[src/design/scm_pkg.sv]
/*
 * Shared constants of the system clock and mode controller: register
 * offsets, field positions, reset values, divider geometry, mode codes.
 * Assumes a 32-bit APB register bus and a 50 MHz pclk.
 */
package scm_pkg;

    // ==========================================================
    // register offsets (byte addresses)
    localparam logic [7:0] CTRL_ONE_OFS  = 8'h00;
    localparam logic [7:0] CTRL_TWO_OFS  = 8'h04;
    localparam logic [7:0] TICK_CTRL_OFS = 8'h08;
    localparam logic [7:0] STATUS_OFS    = 8'h0C;

    // ==========================================================
    // field positions
    localparam int unsigned STOP_BIT     = 7;
    localparam int unsigned FAST_EN_BIT  = 7;
    localparam int unsigned SLOW_EN_BIT  = 6;
    localparam int unsigned SYS_SEL_BIT  = 5;
    localparam int unsigned DOZE_BIT     = 4;
    localparam int unsigned HALT_BIT     = 2;
    localparam int unsigned DV7_SEL_BIT  = 7;
    localparam int unsigned TICK_EN_BIT  = 3;
    localparam int unsigned TICK_SEL_LSB = 0;
    localparam int unsigned TICK_SEL_W   = 3;

    // ==========================================================
    // reset values
    localparam logic [7:0] CTRL_TWO_RST  = 8'h80;
    localparam logic [7:0] TICK_CTRL_RST = 8'h00;

    // ==========================================================
    // timing generator geometry
    localparam int unsigned PRESCALE_STAGES = 2;
    localparam int unsigned DIV_STAGES      = 21;
    localparam int unsigned DIV7_STAGE      = 7;
    localparam int unsigned WARM_STAGE      = 14;
    localparam logic [1:0]  LAST_STATE      = 2'h3;

    // divider stage whose falling edge clocks the tick timer
    function automatic int unsigned tick_stage(input logic [2:0] sel);
        int unsigned s;
        s = 21;
        unique case (sel)
            3'h0: s = 21;
            3'h1: s = 20;
            3'h2: s = 15;
            3'h3: s = 13;
            3'h4: s = 12;
            3'h5: s = 11;
            3'h6: s = 10;
            3'h7: s = 9;
        endcase
        return s;
    endfunction

    // ==========================================================
    // operating modes
    typedef enum logic [3:0] {
        single_clock_run_mode,
        single_clock_doze_mode,
        deep_doze_mode,
        dual_clock_fast_run_mode,
        dual_clock_doze_mode,
        slow_run_both_osc_mode,
        slow_sleep_both_osc_mode,
        slow_run_fast_osc_off_mode,
        slow_sleep_fast_osc_off_mode,
        slow_deep_sleep_mode,
        stop_mode,
        warm_up_mode
    } scm_mode_t;

endpackage

[src/design/scm_top.sv]
/*
 * System clock and operating-mode controller with APB registers.
 * Sequences run, doze, deep-doze, stop and warm-up, builds the
 * machine cycle and the divider chain.
 * Assumes fast_clock and slow_clock are levels synchronous to pclk
 * and well below half its rate.
 */
// Notes on behaviour
// - Prescaler of two stages feeds a 21-stage divider; machine cycle counter follows.
// - Prescaler and divider clear on reset and on entering or leaving stop.
// - Stage seven input depends on mode, clock select and stage-seven select.
// - Slow run and sleep feed stage seven from the slow clock.
// - Warm-up after stop from fast run feeds stage seven from stage six.
// - Machine cycle is four states, one main clock each.
// - Single-clock mode: fast oscillator only, slow pins are ports.
// - Reset enters single-clock run on the fast clock.
// - Doze request with the halt bit clear halts core and watchdog, peripherals keep running.
// - Any interrupt request ends doze; taken when master enable set.
// - Master enable clear: resume after the doze instruction.
// - Deep doze needs the halt bit; only the tick timer keeps clocks.
// - Deep doze ends on the falling edge of the tick source.
// - Deep doze entry and exit ignore the tick timer enable.
// - Tick interrupt taken only with all three enables set.
// - Tick enabled at entry: tick interrupt latch set on return.
// - Dual clock: both oscillators run; fast clock in fast run and doze.
// - Slow run and sleep: main clock from slow clock.
// - Reset gives single-clock mode; software enables slow oscillator.
// - Clock select one goes slow run, zero returns fast run.
// - Clearing fast enable in slow run stops the fast oscillator.
// - Fast oscillator off: stage one input stops, stages one to six idle.
`timescale 1ns/10ps
`default_nettype none

module scm_top
    import scm_pkg::*;
(
    input  wire logic        pclk,
    input  wire logic        presetn,
    input  wire logic        psel,
    input  wire logic        penable,
    input  wire logic        pwrite,
    input  wire logic [7:0]  paddr,
    input  wire logic [31:0] pwdata,
    output logic [31:0]      prdata,
    output logic             pready,
    output logic             pslverr,
    input  wire logic        fast_clock,
    input  wire logic        slow_clock,
    input  wire logic        irq_request,
    input  wire logic        master_irq_enable,
    input  wire logic        tick_irq_individual_enable,
    input  wire logic        stop_release,
    output logic             main_clk_en,
    output logic [1:0]       machine_state,
    output logic             cpu_run,
    output logic             wdt_run,
    output logic             periph_run,
    output logic             tick_timer_run,
    output logic             fast_osc_on,
    output logic             slow_osc_on,
    output logic             slow_pins_as_port,
    output logic             irq_take,
    output logic             tick_interrupt_latch,
    output logic [20:0]      div_stages
);

    scm_mode_t   mode_r;
    scm_mode_t   ret_mode_r;
    logic [7:0]  ctrl_two_r;
    logic [7:0]  tick_ctrl_r;
    logic        stop_req_r;
    logic        doze_req_r;
    logic        tben_entry_r;
    logic        div_clr_r;
    logic        fc_d_r;
    logic        fs_d_r;
    logic        src_slow_r;
    logic [1:0]  mstate_r;
    logic [20:0] fall;
    logic        fast_tick;
    logic        slow_tick;
    logic        main_tick;
    logic        boundary;
    logic        tick_fall;
    logic        warm_done;
    logic        s7_slow;
    logic        slow_group;
    logic        wr_en;
    logic        consume;
    logic        fast_en;
    logic        slow_en;
    logic        sys_sel;
    logic        halt_bit;

    assign fast_en  = ctrl_two_r[FAST_EN_BIT];
    assign slow_en  = ctrl_two_r[SLOW_EN_BIT];
    assign sys_sel  = ctrl_two_r[SYS_SEL_BIT];
    assign halt_bit = ctrl_two_r[HALT_BIT];

    // ==========================================================
    // oscillator edge pulses
    always_ff @(posedge pclk or negedge presetn) begin
        if (!presetn) begin
            fc_d_r <= 1'b0;
            fs_d_r <= 1'b0;
        end else begin
            fc_d_r <= fast_clock;
            fs_d_r <= slow_clock;
        end
    end

    assign fast_tick = fast_clock & ~fc_d_r & fast_osc_on;
    assign slow_tick = slow_clock & ~fs_d_r & slow_osc_on;

    // ==========================================================
    // machine cycle
    assign main_tick = (mode_r != stop_mode) && (mode_r != warm_up_mode)
                       && (src_slow_r ? slow_tick : fast_tick);
    assign boundary  = main_tick && (mstate_r == LAST_STATE);

    always_ff @(posedge pclk or negedge presetn) begin
        if (!presetn) begin
            mstate_r <= 2'h0;
        end else if (main_tick) begin
            mstate_r <= mstate_r + 2'h1;
        end
    end

    // source swaps when a cycle completes, and in any cycle of warm-up
    always_ff @(posedge pclk or negedge presetn) begin
        if (!presetn) begin
            src_slow_r <= 1'b0;
        end else if (boundary || mode_r == warm_up_mode) begin
            src_slow_r <= slow_group;
        end
    end

    always_ff @(posedge pclk or negedge presetn) begin
        if (!presetn) begin
            main_clk_en   <= 1'b0;
            machine_state <= 2'h0;
        end else begin
            main_clk_en   <= main_tick;
            machine_state <= mstate_r;
        end
    end

    // ==========================================================
    // divider chain
    assign slow_group = mode_r inside {slow_run_both_osc_mode,
                                       slow_sleep_both_osc_mode,
                                       slow_run_fast_osc_off_mode,
                                       slow_sleep_fast_osc_off_mode,
                                       slow_deep_sleep_mode}
                        || (mode_r == warm_up_mode && ret_mode_r inside
                            {slow_run_both_osc_mode,
                             slow_run_fast_osc_off_mode});

    always_comb begin
        if (slow_group) begin
            s7_slow = 1'b1;
        end else if (mode_r == warm_up_mode) begin
            s7_slow = 1'b0;
        end else begin
            s7_slow = tick_ctrl_r[DV7_SEL_BIT];
        end
    end

    scm_divider u_div (
        .clk          (pclk),
        .rst_n        (presetn),
        .clr          (div_clr_r),
        .in_tick      (fast_tick),
        .stage1_run   (fast_osc_on),
        .s7_from_slow (s7_slow),
        .slow_tick    (slow_tick),
        .div_q        (div_stages),
        .fall         (fall)
    );

    assign tick_fall = fall[tick_stage(tick_ctrl_r[TICK_SEL_LSB +: TICK_SEL_W]) - 1];
    assign warm_done = fall[WARM_STAGE-1];

    // ==========================================================
    // mode sequencer
    assign consume = (boundary && (stop_req_r || doze_req_r))
                     || mode_r == stop_mode;

    always_ff @(posedge pclk or negedge presetn) begin
        if (!presetn) begin
            mode_r               <= single_clock_run_mode;
            ret_mode_r           <= single_clock_run_mode;
            tben_entry_r         <= 1'b0;
            div_clr_r            <= 1'b0;
            irq_take             <= 1'b0;
            tick_interrupt_latch <= 1'b0;
        end else begin
            div_clr_r            <= 1'b0;
            irq_take             <= 1'b0;
            tick_interrupt_latch <= 1'b0;
            unique case (mode_r)
                single_clock_run_mode,
                dual_clock_fast_run_mode,
                slow_run_both_osc_mode,
                slow_run_fast_osc_off_mode: begin
                    if (boundary) begin
                        if (stop_req_r) begin
                            ret_mode_r <= mode_r;
                            mode_r     <= stop_mode;
                            div_clr_r  <= 1'b1;
                        end else if (doze_req_r) begin
                            tben_entry_r <= tick_ctrl_r[TICK_EN_BIT];
                            unique case (mode_r)
                                single_clock_run_mode:
                                    mode_r <= halt_bit ? deep_doze_mode
                                                       : single_clock_doze_mode;
                                dual_clock_fast_run_mode:
                                    mode_r <= dual_clock_doze_mode;
                                slow_run_both_osc_mode:
                                    mode_r <= slow_sleep_both_osc_mode;
                                default:
                                    mode_r <= halt_bit ? slow_deep_sleep_mode
                                                       : slow_sleep_fast_osc_off_mode;
                            endcase
                        end else begin
                            unique case (mode_r)
                                single_clock_run_mode:
                                    if (slow_en) mode_r <= dual_clock_fast_run_mode;
                                dual_clock_fast_run_mode:
                                    if (sys_sel) mode_r <= slow_run_both_osc_mode;
                                    else if (!slow_en) mode_r <= single_clock_run_mode;
                                slow_run_both_osc_mode:
                                    if (!sys_sel) mode_r <= dual_clock_fast_run_mode;
                                    else if (!fast_en) mode_r <= slow_run_fast_osc_off_mode;
                                default:
                                    if (fast_en) mode_r <= slow_run_both_osc_mode;
                            endcase
                        end
                    end
                end
                single_clock_doze_mode: begin
                    if (irq_request) begin
                        mode_r   <= single_clock_run_mode;
                        irq_take <= master_irq_enable;
                    end
                end
                dual_clock_doze_mode: begin
                    if (irq_request) begin
                        mode_r   <= dual_clock_fast_run_mode;
                        irq_take <= master_irq_enable;
                    end
                end
                slow_sleep_both_osc_mode: begin
                    if (irq_request) begin
                        mode_r   <= slow_run_both_osc_mode;
                        irq_take <= master_irq_enable;
                    end
                end
                slow_sleep_fast_osc_off_mode: begin
                    if (irq_request) begin
                        mode_r   <= slow_run_fast_osc_off_mode;
                        irq_take <= master_irq_enable;
                    end
                end
                deep_doze_mode,
                slow_deep_sleep_mode: begin
                    if (tick_fall) begin
                        mode_r <= (mode_r == deep_doze_mode)
                                  ? single_clock_run_mode
                                  : slow_run_fast_osc_off_mode;
                        irq_take <= master_irq_enable
                                    && tick_irq_individual_enable
                                    && tick_ctrl_r[TICK_EN_BIT];
                        tick_interrupt_latch <= tben_entry_r;
                    end
                end
                stop_mode: begin
                    if (stop_release) begin
                        mode_r    <= warm_up_mode;
                        div_clr_r <= 1'b1;
                    end
                end
                warm_up_mode: begin
                    if (warm_done) begin
                        mode_r <= ret_mode_r;
                    end
                end
            endcase
        end
    end

    // ==========================================================
    // clock gates and oscillator controls
    always_ff @(posedge pclk or negedge presetn) begin
        if (!presetn) begin
            cpu_run           <= 1'b1;
            wdt_run           <= 1'b1;
            periph_run        <= 1'b1;
            tick_timer_run    <= 1'b1;
            fast_osc_on       <= 1'b1;
            slow_osc_on       <= 1'b0;
            slow_pins_as_port <= 1'b1;
        end else begin
            cpu_run <= mode_r inside {single_clock_run_mode,
                                      dual_clock_fast_run_mode,
                                      slow_run_both_osc_mode,
                                      slow_run_fast_osc_off_mode};
            wdt_run <= mode_r inside {single_clock_run_mode,
                                      dual_clock_fast_run_mode,
                                      slow_run_both_osc_mode,
                                      slow_run_fast_osc_off_mode};
            periph_run <= !(mode_r inside {deep_doze_mode,
                                           slow_deep_sleep_mode,
                                           stop_mode,
                                           warm_up_mode});
            tick_timer_run <= !(mode_r inside {stop_mode, warm_up_mode});
            fast_osc_on <= !(mode_r inside {slow_run_fast_osc_off_mode,
                                            slow_sleep_fast_osc_off_mode,
                                            slow_deep_sleep_mode,
                                            stop_mode})
                           && !(mode_r == warm_up_mode
                                && ret_mode_r == slow_run_fast_osc_off_mode);
            slow_osc_on <= !(mode_r inside {single_clock_run_mode,
                                            single_clock_doze_mode,
                                            deep_doze_mode,
                                            stop_mode})
                           && !(mode_r == warm_up_mode
                                && ret_mode_r == single_clock_run_mode);
            slow_pins_as_port <= mode_r inside {single_clock_run_mode,
                                                single_clock_doze_mode,
                                                deep_doze_mode};
        end
    end

    // ==========================================================
    // APB slave, two-cycle access phase
    assign wr_en = psel && penable && pready && pwrite;

    always_ff @(posedge pclk or negedge presetn) begin
        if (!presetn) begin
            pready  <= 1'b0;
            pslverr <= 1'b0;
            prdata  <= 32'h0;
        end else begin
            pready  <= psel && penable && !pready;
            pslverr <= psel && penable && !pready
                       && !(paddr inside {CTRL_ONE_OFS, CTRL_TWO_OFS,
                                          TICK_CTRL_OFS, STATUS_OFS});
            prdata  <= 32'h0;
            if (psel && penable && !pready && !pwrite) begin
                unique case (paddr)
                    CTRL_ONE_OFS:  prdata[STOP_BIT] <= stop_req_r;
                    CTRL_TWO_OFS:  prdata[7:0] <= {ctrl_two_r[7:5],
                                                   doze_req_r,
                                                   ctrl_two_r[3:0]};
                    TICK_CTRL_OFS: prdata[7:0] <= tick_ctrl_r;
                    STATUS_OFS:    prdata[7:0] <= {slow_osc_on, fast_osc_on,
                                                   mstate_r, mode_r};
                    default:       prdata <= 32'h0;
                endcase
            end
        end
    end

    always_ff @(posedge pclk or negedge presetn) begin
        if (!presetn) begin
            ctrl_two_r  <= CTRL_TWO_RST;
            tick_ctrl_r <= TICK_CTRL_RST;
        end else if (wr_en) begin
            if (paddr == CTRL_TWO_OFS) begin
                ctrl_two_r <= pwdata[7:0] & 8'hEF;
            end
            if (paddr == TICK_CTRL_OFS) begin
                tick_ctrl_r <= pwdata[7:0];
            end
        end
    end

    // request flags: a write in the consuming cycle wins
    always_ff @(posedge pclk or negedge presetn) begin
        if (!presetn) begin
            stop_req_r <= 1'b0;
            doze_req_r <= 1'b0;
        end else begin
            if (consume) begin
                stop_req_r <= 1'b0;
                doze_req_r <= stop_req_r && doze_req_r;
            end
            if (wr_en && paddr == CTRL_ONE_OFS && pwdata[STOP_BIT]) begin
                stop_req_r <= 1'b1;
            end
            if (wr_en && paddr == CTRL_TWO_OFS && pwdata[DOZE_BIT]) begin
                doze_req_r <= 1'b1;
            end
        end
    end

endmodule

`default_nettype wire

[src/design/scm_divider.sv]
/*
 * Timing generator: prescaler feeding a binary divider whose stage
 * seven input is chosen by the caller. Each stage toggles on the
 * falling edge of the one before, modelled as clock enables.
 * Assumes in_tick and slow_tick are one-cycle pulses on clk.
 */
`timescale 1ns/10ps
`default_nettype none

module scm_divider
    import scm_pkg::*;
#(
    parameter int unsigned PRE_W = PRESCALE_STAGES,
    parameter int unsigned DIV_W = DIV_STAGES,
    parameter int unsigned S7    = DIV7_STAGE
) (
    input  wire logic             clk,
    input  wire logic             rst_n,
    input  wire logic             clr,
    input  wire logic             in_tick,
    input  wire logic             stage1_run,
    input  wire logic             s7_from_slow,
    input  wire logic             slow_tick,
    output logic [DIV_W-1:0]      div_q,
    output logic [DIV_W-1:0]      fall
);

    if (PRE_W < 1 || S7 < 2 || S7 > DIV_W) begin : g_bad
        $error("scm_divider: unsupported geometry");
    end

    logic [PRE_W-1:0] pre_r;
    logic [DIV_W-1:0] tick;
    logic             pre_step;

    // ==========================================================
    // prescaler
    assign pre_step = in_tick & stage1_run;

    always_ff @(posedge clk or negedge rst_n) begin
        if (!rst_n) begin
            pre_r <= '0;
        end else if (clr) begin
            pre_r <= '0;
        end else if (pre_step) begin
            pre_r <= pre_r + 1'b1;
        end
    end

    // ==========================================================
    // divider stages
    for (genvar i = 0; i < DIV_W; i++) begin : g_stage
        if (i == 0) begin : g_first
            assign tick[i] = pre_step & (&pre_r);
        end else if (i == S7 - 1) begin : g_seven
            assign tick[i] = s7_from_slow ? slow_tick : fall[i-1];
        end else begin : g_next
            assign tick[i] = fall[i-1];
        end
        assign fall[i] = tick[i] & div_q[i];

        always_ff @(posedge clk or negedge rst_n) begin
            if (!rst_n) begin
                div_q[i] <= 1'b0;
            end else if (clr) begin
                div_q[i] <= 1'b0;
            end else if (tick[i]) begin
                div_q[i] <= ~div_q[i];
            end
        end
    end

endmodule

`default_nettype wire

[config.mk]
export PLATFORM = sky130hd
export DESIGN_NAME = scm_top
export DESIGN_NICKNAME = d
export VERILOG_FILES = /design/src/design/scm_pkg.sv /design/src/design/scm_top.sv /design/src/design/scm_divider.sv
export SDC_FILE = /design/constraint.sdc
export NUM_CORES = 1
export LEC_CHECK = 0
export BUFFER_PORTS_ARGS = -buffer_cell sky130_fd_sc_hd__buf_2
export CORE_MARGIN = 2
export CORE_UTILIZATION = 35
export CTS_BUF_LIST = sky130_fd_sc_hd__clkbuf_4
export CTS_CLUSTER_SIZE = 14
export DETAILED_ROUTE_END_ITERATION = 16
export GPL_TIMING_DRIVEN = 0
export PLACE_DENSITY = 0.61
export REMOVE_ABC_BUFFERS = 1
export SLEW_MARGIN = 20
export SYNTH_ARGS = -nofsm -noshare
export SYNTH_HDL_FRONTEND = slang
export SYNTH_HIERARCHICAL = 1
export SYNTH_SLANG_ARGS = --single-unit
export TNS_END_PERCENT = 1
[constraint.sdc]
create_clock -name pclk -period 7.69 [get_ports pclk]
set_clock_uncertainty 0.2 [all_clocks]
set_input_delay 0.3845 -clock pclk [delete_from_list [all_inputs] [get_ports pclk]]
set_output_delay 0.3845 -clock pclk [all_outputs]
set_load 0.05 [all_outputs]
==> results.md <==
* Status: complete, no violations
* Post-route setup slack at 2.46 ns
* First-pass GRT wire length at 18.0 mm
* Hold Path Class: primary input to register
* Post-CTS sizing at 0
* Yosys warning count at 6
* Row cnt at 41
* Remaining DRCs at 0
* GR Layer Usage met3 at 3.25%
* Most common cell after layout, fill and taps aside: dfrtp_1
* Worst vdd ir at 58.4 uV
* CTS Hold Bufs at 12
* Clock Latency Late Sink at 0.45 ns
* CTS Buf Count at 9
* Unrepaired setup endpoints after global routing: no
* Final setup fails at 0
* Initial antenna violation count at 0
* Gr ovfl total at 0
* Setup CP Type: register to register
* Die W at 117 um
* All-Layer GR Usage at 16.0%
* Initial drt markers at 284
* Placement Setup Slack at 2.44 ns
* GR Util met1 at 21.2%
* Hold wc startpoint: pwdata[7]
* Power Dens Cells at 160 nW/um2
* Via count of the routed design at 3712
* Antenna Nets Post-Route at 0
* Post-Route WL at 10.8 mm
* Top Ports at 118
* Syn Area/Cell at 9.53 um2
* GPL Wtd Cong at 0.921
* Critical Path End Type: register
* Final Hold Fails at 0
* Core area at 12600 um2
* Post-layout minimum cycle time at 5.23 ns
* Initial core utilization at 35.7%
* Pins over their slew limit at 0
* CTS clk-pin slew, worst paths at 0.13 ns
* CP max FO at 40
* Largest net degree at the start of global routing at 48
* Fin crit share at 68.0%
* WP data required at 7.83 ns
* Fmax at 191 MHz
* Clock Root Buffer: clkbuf_4
* Vias in the first global route at 3551
* Critical path startpoint category: register
* IO Port Bufs at 69
* Setup TNS at 0 ns
* Average wire per standard cell at 15.1 um
* Leakage power at 2.43 nW
* Antenna Cells at 0
* Share of post-route cells with drive strength above 1 at 22.9%
* R2r startpoint: mode_r[2]$_DFFE_PN0P_
* Via density at 5.20
* Max H-tree Level at 3
* Max clock buf depth at 2
* Max-cap violations at 0
* Area of the die at 13800 um2
* Die height at 117 um
* First-pass detailed-route iteration total at 5
* Critical path data arrival time at 5.37 ns
* Clock Sinks at 76
* Worst slew pin tran at 1.11 ns
* Post-detail-place hpwl at 7.48 mm
* Cell area after synthesis at 4510 um2
* Worst rel slew slack at 26.3%
* CTS tree: done
* Critical Path Source: mode_r[2]$_DFFE_PN0P_
* Post-CTS Repair Setup Buffers at 0
* Area Overhead vs Synth at 14.0%
* Post-Syn Instances at 473
* Final net count at 595
* Global Route met2 Usage at 25.5%
* Commonest non-fill, non-tap cells in the layout: dfrtp_1 (70), buf_2 (68), nor2_1 (48)
* Global route hottest layer: met2
* Fill cells at 1263
* Util after Layout at 40.7%
[path summary, 6_finish.rpt]
path | slack (ns) | endpoint | cells past startpoint
max | 2.46 | mode_r[1]$_DFFE_PN0P_ | 14
min | 0.03 | ctrl_two_r[7]$_DFFE_PN1P_ | 2
min reg2reg | 0.25 | machine_state[1]$_DFF_PN0_ | 0
min in group asynchronous | 0.21 | div_clr_r$_DFF_PN0_ | 2
max reg2reg | 2.46 | mode_r[1]$_DFFE_PN0P_ | 14
max in group asynchronous | 6.43 | ctrl_two_r[7]$_DFFE_PN1P_ | 3
[area by class of cell]
type	count	area (um2)	area share [%]
Tap cell	172	215	4.19
Timing Repair Buffer	82	495	9.64
Multi-Input combinational cell	352	2310	44.9
Clock inverter	6	80.1	1.56
Inverter	17	63.8	1.24
Clock buffer	9	67.6	1.32
Sequential cell	76	1910	37.2
[power breakdown]
group | total, mW | switching, mW | leakage [nW] | internal [mW]
combinational | 0.125 | 0.0919 | 1.35 | 0.0335
clock | 0.271 | 0.143 | 0.0769 | 0.127
sequential | 0.428 | 0.0135 | 1.01 | 0.415
total | 0.824 | 0.249 | 2.43 | 0.575
[critical path, cell delays in order, from the launching register on]
cell and delay [ns]:
dfrtp_1 0.90, clkinv_1 0.53, nand2_1 0.34, o31ai_1 0.12, a221oi_1 0.33, nand2_1 0.19, nand4b_1 0.24, o31a_2 0.54
nor4b_1 0.51, nand2_1 0.15, nand2_1 0.14, o221ai_1 0.19, a211oi_4 0.26, o21ai_2 0.15, mux2_4 0.31
[through the flow]
step	hold WS, ns	std cells	cell area, um2	total power [mW]
6_report	0.0260	714	5140	0.824
4_1_cts	0.00190	714	5140	0.833
3_3_place_gp	0.230	686	4840	0.550
2_1_floorplan	-0.111	445	4280	0.519
3_5_place_dp	0.147	687	4870	0.557
5_1_grt	0.00838	714	5140	0.858
[flip-flops by register name, summed over array words and instances, names as in the netlist, 2 cells and up]
register,cells
machine_state,2
prdata,8
mstate_r,2
tick_ctrl_r,8
u_div/pre_r,2
ctrl_two_r,7
ret_mode_r,4
mode_r,4
u_div/div_q,21
[layer usage]
metal,vias up,share of wire (%)
met2,110,48
li1,1771,-
met5,-,0
met1,1813,45
met4,0,2.3
met3,18,4.3
Power figures use the tool's default switching activity.
